===== config.mk =====
export PLATFORM = sky130hd
export DESIGN_NAME = port_pin_steering
export DESIGN_NICKNAME = d
export VERILOG_FILES = /design/src/pin_steer_pkg.sv /design/src/port_slice.sv /design/src/port_pin_steering.sv
export SDC_FILE = /design/constraint.sdc
export NUM_CORES = 1
export LEC_CHECK = 0
export BUFFER_PORTS_ARGS = -buffer_cell sky130_fd_sc_hd__buf_2
export CAP_MARGIN = 20
export CORE_MARGIN = 8
export CORE_UTILIZATION = 40
export DETAILED_ROUTE_END_ITERATION = 16
export PLACE_DENSITY = 0.56
export SKIP_CTS_REPAIR_TIMING = 1
export SLEW_MARGIN = 10
export SYNTH_ARGS = -nofsm -noshare
export SYNTH_HDL_FRONTEND = slang
export SYNTH_HIERARCHICAL = 1
export SYNTH_SLANG_ARGS = --single-unit

===== constraint.sdc =====
create_clock -name clk_i -period 2.7 [get_ports clk_i]
set_input_delay 0.405 -clock clk_i [delete_from_list [all_inputs] [get_ports clk_i]]
set_output_delay 0.405 -clock clk_i [all_outputs]
set_load 0.05 [all_outputs]

===== src/pin_steer_pkg.sv =====
package pin_steer_pkg;

    // ======================================================
    // sizes
    localparam int NUM_PORTS = 5;
    localparam int PORT_WIDTH = 8;
    localparam int ADDR_WIDTH = 8;
    localparam int PORT_SEL_WIDTH = 3;

    // ======================================================
    // port indices
    localparam logic [PORT_SEL_WIDTH-1:0] PORT_A = 3'h0;
    localparam logic [PORT_SEL_WIDTH-1:0] PORT_B = 3'h1;
    localparam logic [PORT_SEL_WIDTH-1:0] PORT_C = 3'h2;
    localparam logic [PORT_SEL_WIDTH-1:0] PORT_D = 3'h3;
    localparam logic [PORT_SEL_WIDTH-1:0] PORT_E = 3'h4;

    // ======================================================
    // register map (byte addresses)
    localparam logic [ADDR_WIDTH-1:0] PORT_STRIDE = 8'h10;
    localparam logic [1:0] SUB_DIRECTION = 2'h0;
    localparam logic [1:0] SUB_PIN_LEVEL = 2'h1;
    localparam logic [1:0] SUB_OUT_LATCH = 2'h2;
    localparam logic [1:0] SUB_ANALOG_SEL = 2'h3;
    localparam logic [ADDR_WIDTH-1:0] STEERING_ADDR = 8'h50;
    localparam int SUB_LSB = 2;
    localparam int PORT_LSB = 4;

    // ======================================================
    // reset values
    localparam logic [PORT_WIDTH-1:0] DIRECTION_RESET = 8'hFF;
    localparam logic [PORT_WIDTH-1:0] LATCH_RESET = 8'h00;
    localparam logic [PORT_WIDTH-1:0] ANALOG_RESET = 8'hFF;
    localparam logic [7:0] STEERING_RESET = 8'h00;
    localparam logic [7:0] STEERING_MASK = 8'h7F;
    localparam logic [NUM_PORTS-1:0] ANALOG_PORTS = 5'h13;

    // ======================================================
    // steering bit positions
    localparam int SEL_CAPCMP2 = 0;
    localparam int SEL_SLAVE_SELECT = 1;
    localparam int SEL_COMPARATOR2 = 2;
    localparam int SEL_LATCH_INV = 3;
    localparam int SEL_PWM_B = 4;
    localparam int SEL_TIMER_GATE = 5;
    localparam int SEL_CAPCMP3 = 6;

    // ======================================================
    // candidate pins: {port, bit} for select 0 and select 1
    localparam logic [2:0] BIT0 = 3'h0;
    localparam logic [2:0] BIT1 = 3'h1;
    localparam logic [2:0] BIT3 = 3'h3;
    localparam logic [2:0] BIT4 = 3'h4;
    localparam logic [2:0] BIT5 = 3'h5;
    localparam logic [2:0] BIT6 = 3'h6;

    // ======================================================
    // per-port override bundle
    typedef struct packed {
        logic [PORT_WIDTH-1:0] en;
        logic [PORT_WIDTH-1:0] val;
    } pin_ovr_t;

    typedef struct packed {
        logic [PORT_SEL_WIDTH-1:0] port;
        logic [2:0] bit_idx;
    } pin_loc_t;

endpackage


===== src/port_slice.sv =====
`timescale 1ns/100ps

module port_slice
    import pin_steer_pkg::*;
#(
    parameter int WIDTH = PORT_WIDTH,
    parameter bit HAS_ANALOG = 1'b1
) (
    // clock and reset
    input wire logic clk_i,
    input wire logic rst_i,
    // register writes
    input wire logic wr_direction_i,
    input wire logic wr_latch_i,
    input wire logic wr_analog_i,
    input wire logic [WIDTH-1:0] wdata_i,
    // overrides and pins
    input wire pin_ovr_t ovr_i,
    input wire logic [WIDTH-1:0] pin_i,
    // state
    output logic [WIDTH-1:0] direction_o,
    output logic [WIDTH-1:0] latch_o,
    output logic [WIDTH-1:0] analog_o,
    output logic [WIDTH-1:0] level_o,
    output logic [WIDTH-1:0] pin_o,
    output logic [WIDTH-1:0] pin_oe_o
);

    // ======================================================
    // registers
    logic [WIDTH-1:0] direction_ff, nxt_direction;
    logic [WIDTH-1:0] latch_ff, nxt_latch;
    logic [WIDTH-1:0] analog_ff, nxt_analog;
    logic [WIDTH-1:0] sync1_ff, sync2_ff;
    logic [WIDTH-1:0] pin_ff, nxt_pin;
    logic [WIDTH-1:0] oe_ff, nxt_oe;

    always_comb begin
        nxt_direction = wr_direction_i ? wdata_i : direction_ff;
        nxt_latch = wr_latch_i ? wdata_i : latch_ff;
        nxt_analog = analog_ff;
        if (HAS_ANALOG && wr_analog_i) begin
            nxt_analog = wdata_i;
        end
    end

    // ======================================================
    // pad drive, one bit each
    for (genvar i = 0; i < WIDTH; i++) begin : g_bit
        always_comb begin
            // peripheral takes the pad regardless of direction
            if (ovr_i.en[i]) begin
                nxt_pin[i] = ovr_i.val[i];
                nxt_oe[i] = 1'b1;
            end else begin
                nxt_pin[i] = latch_ff[i];
                nxt_oe[i] = ~direction_ff[i];
            end
        end
    end

    always_ff @(posedge clk_i or posedge rst_i) begin
        if (rst_i) begin
            direction_ff <= DIRECTION_RESET;
            latch_ff <= LATCH_RESET;
            analog_ff <= HAS_ANALOG ? ANALOG_RESET : '0;
            sync1_ff <= '0;
            sync2_ff <= '0;
            pin_ff <= '0;
            oe_ff <= '0;
        end else begin
            direction_ff <= nxt_direction;
            latch_ff <= nxt_latch;
            analog_ff <= nxt_analog;
            sync1_ff <= pin_i;
            sync2_ff <= sync1_ff;
            pin_ff <= nxt_pin;
            oe_ff <= nxt_oe;
        end
    end

    // analog pins read zero; output side untouched
    assign level_o = sync2_ff & ~analog_ff;
    assign direction_o = direction_ff;
    assign latch_o = latch_ff;
    assign analog_o = analog_ff;
    assign pin_o = pin_ff;
    assign pin_oe_o = oe_ff;

endmodule


===== src/port_pin_steering.sv =====
// The address map and the plain strobed port are this design's own decisions.
`timescale 1ns/100ps

// Functional notes
// - five ports, each with direction, pin-level and output latch registers
// - an enabled peripheral takes control of its pin from the port
// - writing pin-level register stores into the output latch, same as latch write
// - latch register reads return latch contents, not pin levels
// - pin-level register reads return the sensed pin levels
// - analog-select bit disables that pin's digital input
// - steering register moves seven peripheral signals between two pins each
// - steering writes never alter direction registers
// - a steered function's overrides go to its currently selected pin
// - the unselected pin keeps plain port behaviour
// - timer gate from port B bit 5 when 0, port C bit 4 when 1
// - direction 1 is input with driver off, 0 drives the latch value
// - analog pins read 0 digitally, digital output still works
module port_pin_steering
    import pin_steer_pkg::*;
#(
    parameter int PORTS = NUM_PORTS,
    parameter int WIDTH = PORT_WIDTH,
    parameter logic [NUM_PORTS-1:0] ANALOG_MAP = ANALOG_PORTS
) (
    // clock and reset
    input wire logic clk_i,
    input wire logic rst_i,
    // register port
    input wire logic [ADDR_WIDTH-1:0] addr_i,
    input wire logic [WIDTH-1:0] wdata_i,
    input wire logic wr_i,
    input wire logic rd_i,
    output logic [WIDTH-1:0] rdata_o,
    // device pins
    input wire logic [PORTS-1:0][WIDTH-1:0] pin_i,
    output logic [PORTS-1:0][WIDTH-1:0] pin_o,
    output logic [PORTS-1:0][WIDTH-1:0] pin_oe_o,
    // peripheral outputs and their enables
    input wire logic pwm_b_output_i,
    input wire logic pwm_b_en_i,
    input wire logic capcmp2_out_i,
    input wire logic capcmp2_en_i,
    input wire logic capcmp3_out_i,
    input wire logic capcmp3_en_i,
    input wire logic latch_inverted_output_i,
    input wire logic latch_inv_en_i,
    input wire logic comparator2_out_i,
    input wire logic comparator2_en_i,
    // peripheral inputs
    output logic slave_select_o,
    output logic timer_gate_input_o,
    // steering state
    output logic [7:0] pin_function_steering_o
);

    // ======================================================
    // candidate pins
    localparam pin_loc_t SS_LOC0 = '{port: PORT_A, bit_idx: BIT5};
    localparam pin_loc_t SS_LOC1 = '{port: PORT_A, bit_idx: BIT0};
    localparam pin_loc_t C2_LOC0 = '{port: PORT_A, bit_idx: BIT5};
    localparam pin_loc_t C2_LOC1 = '{port: PORT_A, bit_idx: BIT0};
    localparam pin_loc_t LI_LOC0 = '{port: PORT_A, bit_idx: BIT5};
    localparam pin_loc_t LI_LOC1 = '{port: PORT_A, bit_idx: BIT0};
    localparam pin_loc_t PB_LOC0 = '{port: PORT_C, bit_idx: BIT0};
    localparam pin_loc_t PB_LOC1 = '{port: PORT_B, bit_idx: BIT5};
    localparam pin_loc_t CC2_LOC0 = '{port: PORT_C, bit_idx: BIT1};
    localparam pin_loc_t CC2_LOC1 = '{port: PORT_B, bit_idx: BIT3};
    localparam pin_loc_t CC3_LOC0 = '{port: PORT_C, bit_idx: BIT6};
    localparam pin_loc_t CC3_LOC1 = '{port: PORT_B, bit_idx: BIT5};
    localparam pin_loc_t TG_LOC0 = '{port: PORT_B, bit_idx: BIT5};
    localparam pin_loc_t TG_LOC1 = '{port: PORT_C, bit_idx: BIT4};

    // ======================================================
    // address decode
    logic [PORT_SEL_WIDTH-1:0] port_sel;
    logic [1:0] sub_sel;
    logic port_hit;
    logic steer_hit;

    assign port_sel = addr_i[PORT_LSB +: PORT_SEL_WIDTH];
    assign sub_sel = addr_i[SUB_LSB +: 2];
    assign port_hit = (addr_i[SUB_LSB-1:0] == '0)
        && (addr_i[ADDR_WIDTH-1:PORT_LSB] < PORTS);
    assign steer_hit = (addr_i == STEERING_ADDR);

    // ======================================================
    // steering register
    logic [7:0] steer_ff, nxt_steer;

    always_comb begin
        nxt_steer = steer_ff;
        // only this register; direction writes are decoded separately
        if (wr_i && steer_hit) begin
            nxt_steer = wdata_i & STEERING_MASK;
        end
    end

    // ======================================================
    // overrides
    pin_ovr_t [PORTS-1:0] ovr;
    pin_loc_t loc;

    always_comb begin
        ovr = '0;
        loc = '0;
        // later assignments win where candidates share a pad
        if (pwm_b_en_i) begin
            loc = steer_ff[SEL_PWM_B] ? PB_LOC1 : PB_LOC0;
            ovr[loc.port].en[loc.bit_idx] = 1'b1;
            ovr[loc.port].val[loc.bit_idx] = pwm_b_output_i;
        end
        if (capcmp3_en_i) begin
            loc = steer_ff[SEL_CAPCMP3] ? CC3_LOC1 : CC3_LOC0;
            ovr[loc.port].en[loc.bit_idx] = 1'b1;
            ovr[loc.port].val[loc.bit_idx] = capcmp3_out_i;
        end
        if (capcmp2_en_i) begin
            loc = steer_ff[SEL_CAPCMP2] ? CC2_LOC1 : CC2_LOC0;
            ovr[loc.port].en[loc.bit_idx] = 1'b1;
            ovr[loc.port].val[loc.bit_idx] = capcmp2_out_i;
        end
        if (comparator2_en_i) begin
            loc = steer_ff[SEL_COMPARATOR2] ? C2_LOC1 : C2_LOC0;
            ovr[loc.port].en[loc.bit_idx] = 1'b1;
            ovr[loc.port].val[loc.bit_idx] = comparator2_out_i;
        end
        if (latch_inv_en_i) begin
            loc = steer_ff[SEL_LATCH_INV] ? LI_LOC1 : LI_LOC0;
            ovr[loc.port].en[loc.bit_idx] = 1'b1;
            ovr[loc.port].val[loc.bit_idx] = latch_inverted_output_i;
        end
    end

    // ======================================================
    // ports
    logic [PORTS-1:0][WIDTH-1:0] direction;
    logic [PORTS-1:0][WIDTH-1:0] latch;
    logic [PORTS-1:0][WIDTH-1:0] analog;
    logic [PORTS-1:0][WIDTH-1:0] level;

    for (genvar p = 0; p < PORTS; p++) begin : g_port
        logic sel;
        assign sel = wr_i && port_hit && (port_sel == PORT_SEL_WIDTH'(p));
        port_slice #(
            .WIDTH(WIDTH),
            .HAS_ANALOG(ANALOG_MAP[p])
        ) u_slice (
            .clk_i(clk_i),
            .rst_i(rst_i),
            .wr_direction_i(sel && (sub_sel == SUB_DIRECTION)),
            // both addresses land in the latch
            .wr_latch_i(sel && ((sub_sel == SUB_OUT_LATCH)
                || (sub_sel == SUB_PIN_LEVEL))),
            .wr_analog_i(sel && (sub_sel == SUB_ANALOG_SEL)),
            .wdata_i(wdata_i),
            .ovr_i(ovr[p]),
            .pin_i(pin_i[p]),
            .direction_o(direction[p]),
            .latch_o(latch[p]),
            .analog_o(analog[p]),
            .level_o(level[p]),
            .pin_o(pin_o[p]),
            .pin_oe_o(pin_oe_o[p])
        );
    end

    // ======================================================
    // peripheral inputs, from synchronised pin levels
    logic ss_ff, nxt_ss;
    logic tg_ff, nxt_tg;
    pin_loc_t ss_loc;
    pin_loc_t tg_loc;

    always_comb begin
        ss_loc = steer_ff[SEL_SLAVE_SELECT] ? SS_LOC1 : SS_LOC0;
        tg_loc = steer_ff[SEL_TIMER_GATE] ? TG_LOC1 : TG_LOC0;
        nxt_ss = level[ss_loc.port][ss_loc.bit_idx];
        nxt_tg = level[tg_loc.port][tg_loc.bit_idx];
    end

    // ======================================================
    // read back
    logic [WIDTH-1:0] rdata_ff, nxt_rdata;

    always_comb begin
        nxt_rdata = '0;
        if (rd_i) begin
            if (steer_hit) begin
                nxt_rdata = steer_ff & STEERING_MASK;
            end else if (port_hit) begin
                unique case (sub_sel)
                    SUB_DIRECTION: nxt_rdata = direction[port_sel];
                    SUB_PIN_LEVEL: nxt_rdata = level[port_sel];
                    SUB_OUT_LATCH: nxt_rdata = latch[port_sel];
                    SUB_ANALOG_SEL: nxt_rdata = analog[port_sel];
                endcase
            end
        end
    end

    // ======================================================
    // state registers
    always_ff @(posedge clk_i or posedge rst_i) begin
        if (rst_i) begin
            steer_ff <= STEERING_RESET;
            ss_ff <= 1'b0;
            tg_ff <= 1'b0;
            rdata_ff <= '0;
        end else begin
            steer_ff <= nxt_steer;
            ss_ff <= nxt_ss;
            tg_ff <= nxt_tg;
            rdata_ff <= nxt_rdata;
        end
    end

    assign rdata_o = rdata_ff;
    assign slave_select_o = ss_ff;
    assign timer_gate_input_o = tg_ff;
    assign pin_function_steering_o = steer_ff;

endmodule


# Yosys cells after proc, flatten, opt, wreduce, memory -nomap -nowiden
# Cells that the tools add are included.
word_totals:
  reg_bits: 281
  out_inout_bits: 98
  word_cells: 303
op_classes:
  order_cmp: 26
  eq_ne: 8
  mux: 151
  bitwise_logic: 46
  n_reduce_logical: 35
ops:
  columns: ["op", "count"]
  rows:
  - ["bitwise mux 80 bit", 9]
  - ["demux 16 bit (select 3 bit)", 10]
  - ["2-to-1 mux 80 bit", 5]
  - ["binary-select mux 8 bit (select 3 bit)", 6]
  - ["2-to-1 mux 8 bit", 14]
  - ["2-to-1 mux 1 bit", 87]
  - ["2-to-1 mux 16 bit", 5]
  - ["NOT 1 bit", 40]
  - ["< comparator 3 x 4 -> 1 bit (second input constant)", 8]
  - ["case mux 8 bit (4 select lines)", 1]
  - ["logical AND 1 bit", 31]
  - ["bitwise AND 8 bit", 3]
  - ["NOT 8 bit", 3]
  - ["2-to-1 mux 5 bit", 4]
  - ["< comparator 2 x 4 -> 1 bit (second input constant)", 4]
  - ["demux 1 bit (select 3 bit)", 5]
  - [">= comparator 3 x 1 -> 1 bit (second input constant)", 5]
  - ["< comparator 1 x 4 -> 1 bit (both inputs constant)", 3]
  - ["2-to-1 mux 3 bit", 3]
  - ["== test 8 x 7 -> 1 bit (second input constant)", 1]
  - ["binary-select mux 1 bit (select 3 bit)", 2]
  - ["== test 3 x 2 -> 1 bit (second input constant)", 2]
  - [">= comparator 2 x 1 -> 1 bit (second input constant)", 3]
  - ["== test 2 bit (second input constant)", 2]
  - ["8 further kinds", 10]

# Logic depth before layout (Yosys ltp)
# Gate-level depths: netlist (run 1).
depth:
  depth_word: 22
  ltp_mapped: 8

# By module
# The synthesis (run 1) kept the hierarchy.
by_module_without_submodules:
  columns: ["module", "n_inst", "cells_per_inst", "area_each_um2", "seq_area_each_um2"]
  rows:
  - ["port_slice (g_port[0].u_slice ...)", 3, 108, 2009.4, 1421.4]
  - ["port_slice (g_port[2].u_slice ...)", 2, 92, 1681.6, 1211.2]
  - ["port_pin_steering", 1, 274, 2392.3, 425.4]

# Worst setup path before layout (run 1)
# No wires, ideal clock.
synth_path:
  path_type: "input-to-reg"
  from: "input addr_i[2]"
  to: "register g_port[0].u_slice.direction_ff[0]"
  arrival_ns: 1.869
  required_time_ns: 2.618
  setup_slack_ns: 0.749
  cell_stages: 7
  n_path_buf: 2
  cell_sequence: "inv_1 ha_1 clkbuf_1 inv_1 nor4_1 buf_6 mux2_4"
synth_between:
  elab_chain_cells: 2
synth_lines:
  columns: ["item", "line_no", "text"]
  rows:
  - ["start: declaration", "port_pin_steering.sv:29", "input wire logic [ADDR_WIDTH-1:0] addr_i,"]
  - ["logical NOT 2 bit", "port_pin_steering.sv:150", ".wr_direction_i(sel && (sub_sel == SUB_DIRECTION)),"]
  - ["logical AND 1 bit", "port_pin_steering.sv:150", null]
  - ["end signal: assignment", "port_slice.sv:72", "direction_ff <= nxt_direction;"]
  - ["end: declaration", "port_slice.sv:31", "logic [WIDTH-1:0] direction_ff, nxt_direction;"]
# No other way between the ends.
# A chain may end at the register's enable or synchronous reset.

==> results of run 1 <==
[area by class of cell]
class | instances | area, um^2 | share of cell area [%]
timing repair buffer | 236 | 1520 | 10.2
inverter | 13 | 48.8 | 0.328
sequential | 281 | 7110 | 47.8
tap | 390 | 488 | 3.28
antenna | 2 | 5.00 | 0.0336
clock inverter | 17 | 190 | 1.28
multi-input combinational | 548 | 4690 | 31.5
clock buffer | 38 | 842 | 5.65
[worst max-delay path by stage]
stage | startpoint | endpoint | slack [ps] | cells after the start
after floorplan | addr_i[2] | g_port[0].u_slice/direction_o[0]$_DFFE_PP1P_ | 750 | 7
after global placement | addr_i[4] | rdata_o[1]$_DFF_PP0_ | 370 | 8
after detailed placement | addr_i[4] | g_port[1].u_slice/analog_o[2]$_DFFE_PP1P_ | 370 | 5
after CTS | g_port[0].u_slice/analog_o[7]$_DFFE_PP1P_ | rdata_o[7]$_DFF_PP0_ | 790 | 6
after global routing | g_port[0].u_slice/analog_o[7]$_DFFE_PP1P_ | rdata_o[7]$_DFF_PP0_ | 700 | 6
final | g_port[0].u_slice/analog_o[7]$_DFFE_PP1P_ | rdata_o[7]$_DFF_PP0_ | 760 | 6
[state kept, by name, summed over array words and instances (netlist names)]
register	count
g_port.u_slice/analog_o	24
g_port.u_slice/direction_o	40
g_port.u_slice/latch_o	40
g_port.u_slice/pin_o	40
g_port.u_slice/pin_oe_o	40
g_port.u_slice/sync1_ff	40
g_port.u_slice/sync2_ff	40
pin_function_steering_o	7
rdata_o	8
slave_select_o	1
timer_gate_input_o	1
[report_power, final]
group	internal (mW)	switching [mW]	total [mW]
Sequential	4.49	0.154	4.64
Combinational	0.463	0.680	1.14
Clock	2.58	1.67	4.25
Total	7.53	2.51	10.0
[stage by stage]
step	instances	total power [mW]	setup WS (ps)	cell area, um^2	util [%]
CTS	1482	10.1	786	14500	49.4
global placement	1427	5.81	365	13400	45.9
global route	1525	10.4	697	14900	50.8
finish	1525	10.0	764	14900	50.8
floorplan	893	5.44	749	12200	-
detailed placement	1427	5.82	374	13400	45.9
[critical path: cells and delay by family, from the launching register on]
kind | cells | cell delay (ps)
flip-flops | 1 | 550
AND/OR/NAND/NOR | 3 | 310
multiplexers | 1 | 490
AO/OA/AOI/OAI | 2 | 480
[layer usage]
| metal | wire length (um) | track usage (%) | vias up | part of all wire (%) |
|---|---|---|---|---|
| met5 | 0 | 0 | - | 0 |
| met4 | 437 | 4.03 | 0 | 1.4 |
| met3 | 1710 | 3.90 | 32 | 5.6 |
| met2 | 14200 | 27.5 | 182 | 47 |
| met1 | 14000 | 23.9 | 3497 | 46 |
| li1 | - | - | 3270 | - |
==> run metrics, run 1 <==
die height 188 um; leading cell type in the layout, fill and taps excluded dfrtp_1; slowest CP cell dfstp_2; Req. time, crit path 3130 ps; Hold/Removal Path Class input pin to flip-flop; DR vias 6981; clock transition at the registers of the reported paths 60 ps; fillers 2566; Core Rows 63; io pins 168; RR Startpoint g_port[0].u_slice/analog_o[7]$_DFFE_PP1P_; mapped cell area 0.0118 mm^2; clock insertion delay at the later pin of the skew report 550 ps; Leak Pwr 6.76 nW; Final GP Congestion 0.860; total CTS buffers 30; vias per cell 4.58; worst r2r path cells 6; Avg Cell Area, Syn 15.1 um^2; initial drt markers 406; startpoint types flip-flop; final slew viol count 0; Worst Setup End Kind flip-flop; Max Cap Violations 0; Die Area 0.0352 mm^2; data arrival time of the critical path 2360 ps; Worst Hold Depth 4; initial antenna violation count 2; Largest stage delay, worst path 550 ps; setup violators final 0; CP Cell Sequence nor2b_1 > mux4_2 > a22oi_1 > nor2_1 > a211o_1 > and3_1; reg-to-reg slack, setup 760 ps; Fin Clk Skew 10.2 ps; GRT Residual Overflow 0; worst hold slack 205 ps; GRT Overall Usage 17.3%; largest net degree at the start of global routing 51; warnings from Yosys 6; first-pass GRT wire length 47.6 mm; area grow syn2layout 26.5%; endpoints failing hold 0; drt total wl 30.3 mm; Residual DRC 0; CTS tree yes; Post-Syn Instances 780; layout cells sized above 1 45.9%; Worst-Margin Slew 791 ps; hpwl dp 21.3 mm; most frequent cells in the layout dfrtp_1 (217), buf_2 (166), conb_1 (116); core area 0.0293 mm^2; Max Clock Freq 516 MHz; Clock Tree Buf Depth 3; chip width 188 um; Worst slew margin 47.2%; peak supply drop 450 uV; drt pass-1 iters 4; Port Buf Inserts 166; Crit Reg-Reg Endpoint rdata_o[7]$_DFF_PP0_; DR WL/cell 19.9 um; hold path start pwm_b_en_i; post-route ant nets 0; Starting Density 40.2%; minimum clock period 1940 ps; period utilization 71.7%; Hold EP g_port[1].u_slice/pin_oe_o[5]$_DFF_PP0_; root buffer cell clkbuf_16; PD cells 674 mW/mm^2; htree depth 1; status finished, final reports clean; RSZ-0062 raised after global routing no; Critical Path Fanout Max 3; Sink Count 281; Setup CP Type flip-flop to flip-flop; vias in the first global route 7657; setup TNS 0 ps; Final #Nets 1184
Power figures use the tool's default switching activity.
==> inputs of run 2 (changes only) <==
- PLACE_DENSITY: 0.56 -> 0.58
- clock period: 2.7 -> 1.63 ns (I/O delays scaled with it)
==> run 2 against run 1 <==
Net effect: the run now ends with negative setup slack left; via count increased by 3.2%; flip-flop and latch count unchanged; wire length increased by 1.8%; global-route usage decreased by 0.10 points; sequential power increased by 66%; hold slack got worse by 150 ps; critical path type unchanged; clock skew increased by 3.6 ps.
==> run metrics, run 2 (synthesized netlist as in run 1, its figures left out) <==
Req. time, crit path 2070 ps; io pins 168; post-route ant nets 0; Final #Nets 1222; DR WL/cell 19.8 um; first-pass GRT wire length 46.9 mm; core area 0.0293 mm^2; Port Buf Inserts 166; CTS tree yes; pre-CTS WS -323 ps; chip width 188 um; vias in the first global route 7642; clock insertion delay at the later pin of the skew report 550 ps; Largest stage delay, worst path 540 ps; Die Area 0.0352 mm^2; layout cells sized above 1 48.5%; Residual DRC 0; GRT Residual Overflow 0; final slew viol count 0; failing checks negative setup slack; startpoint types flip-flop; peak supply drop 854 uV; Critical Path Fanout Max 3; DR vias 7201; Setup CP Type flip-flop to flip-flop; placed instance area 0.0139 mm^2; leading cell type in the layout, fill and taps excluded dfrtp_1; Leak Pwr 6.95 nW; Worst-Margin Slew 548 ps; Sink Count 281; drt total wl 30.9 mm; largest net degree at the start of global routing 52; Core Rows 63; cell depth of the worst setup path 6; hpwl dp 21.7 mm; Buf/Inv on CP 0; Hold/Removal Path Class input pin to flip-flop; RR Startpoint g_port[1].u_slice/analog_o[7]$_DFFE_PP1P_; reg-to-reg slack, setup -90 ps; Fin Clk Skew 13.9 ps; setup violators final 1; drt pass-1 iters 5; area occupied by multi-input gates 0.00478 mm^2; Worst slew margin 63.4%; Starting Density 40.2%; post-route cell area 0.0153 mm^2; minimum clock period 1720 ps; vias per cell 4.61; data arrival time of the critical path 2150 ps; total CTS buffers 30; worst r2r path cells 6; Worst Setup SP g_port[1].u_slice/analog_o[7]$_DFFE_PP1P_; CP Cell Sequence nor2b_1 > mux4_2 > a22oi_2 > nor2_1 > a211o_1 > and3_1; FF/Latch Area 0.00711 mm^2; most frequent cells in the layout dfrtp_1 (216), buf_2 (163), conb_1 (116); setup ws final -85.5 ps; area grow syn2layout 30.1%; htree depth 1; die height 188 um; ant diodes 0; initial antenna violation count 0; slowest CP cell dfstp_2; endpoints failing hold 0; Crit Reg-Reg Endpoint rdata_o[7]$_DFF_PP0_; Max Clock Freq 583 MHz; Final GP Congestion 0.843; RSZ-0062 raised after global routing yes; fillers 2546; CP top delay family flip-flops; PD cells 1060 mW/mm^2; clock transition at the registers of the reported paths 60 ps; initial drt markers 412; period utilization 105%; Critical Path Sink rdata_o[7]$_DFF_PP0_; Clock Tree Buf Depth 3; Max Cap Violations 0; GRT Overall Usage 17.2%; Worst Setup End Kind flip-flop; root buffer cell clkbuf_16; status finished with violations
==> run 2: changes by cell type in the layout (fill, tap and decap cells not counted), moves of 4 or more <==
cell | before | now
buf_12 | 5 | 14
a22oi_1 | 15 | 9
clkinv_2 | 11 | 7
a22oi_2 | 0 | 6
clkbuf_1 | 3 | 10
buf_4 | 24 | 54
==> run 2: through the flow <==
step | setup TNS, ps | util, % | cells | total power [mW] | hold WS, ps
after floorplan | -39.6 | - | 893 | 9.03 | 171
after global placement | -17700 | 47.3 | 1464 | 9.71 | 231
final | -85.5 | 52.2 | 1562 | 16.2 | 51.9
after CTS | -297 | 50.6 | 1520 | 16.3 | -349
after detailed placement | -18020 | 47.3 | 1464 | 9.73 | 240
after global routing | -139 | 52.2 | 1562 | 16.9 | 58.2
==> run 2: where the power goes <==
group          total [mW]  switching [mW]  internal [mW]
Clock                6.49            2.67           3.83
Combinational        2.01            1.17          0.837
Sequential           7.68           0.251           7.43
Total                16.2            4.09           12.1
==> run 2: worst min path at each step <==
| stage | to | cells after the start | slack [ps] | from |
|---|---|---|---|---|
| 2_1_floorplan | pin_function_steering_o[0]$_DFFE_PP0P_ | 1 | 170 | rst_i |
| 3_3_place_gp | g_port[0].u_slice/pin_oe_o[7]$_DFF_PP0_ | 2 | 230 | rst_i |
| 3_5_place_dp | g_port[0].u_slice/pin_oe_o[1]$_DFF_PP0_ | 2 | 240 | rst_i |
| 4_1_cts | g_port[0].u_slice/pin_oe_o[4]$_DFF_PP0_ | 2 | -350 | rst_i |
| 5_1_grt | g_port[1].u_slice/pin_oe_o[5]$_DFF_PP0_ | 4 | 60 | pwm_b_en_i |
| 6_report | g_port[2].u_slice/pin_o[6]$_DFF_PP0_ | 3 | 50 | capcmp3_out_i |
==> run 2: cell type report <==
cell class              instances  share of cell area (%)
well taps                     390                    3.19
multi-input cells             548                    31.2
clock inverters                11                   0.580
inverters                      13                   0.319
clock buffers                  45                    5.67
repair buffers                274                    12.6
flip-flops and latches        281                    46.4
==> run 2: worst register-to-register path, delay by kind of cell (launching register included) <==
kind / cells / cell delay, ps
DFF: 1 / 540
muxes: 1 / 470
AOI/OAI and AO/OA: 2 / 360
and+or+nand+nor: 3 / 240
==> run 2: routing by layer <==
layer | track usage, % | vias up | wire [um]
met2 | 28.4 | 189 | 15200
met4 | 5.45 | 0 | 925
li1 | - | 3350 | -
met5 | 0 | - | 0
met3 | 3.19 | 51 | 1460
met1 | 22.8 | 3611 | 13300
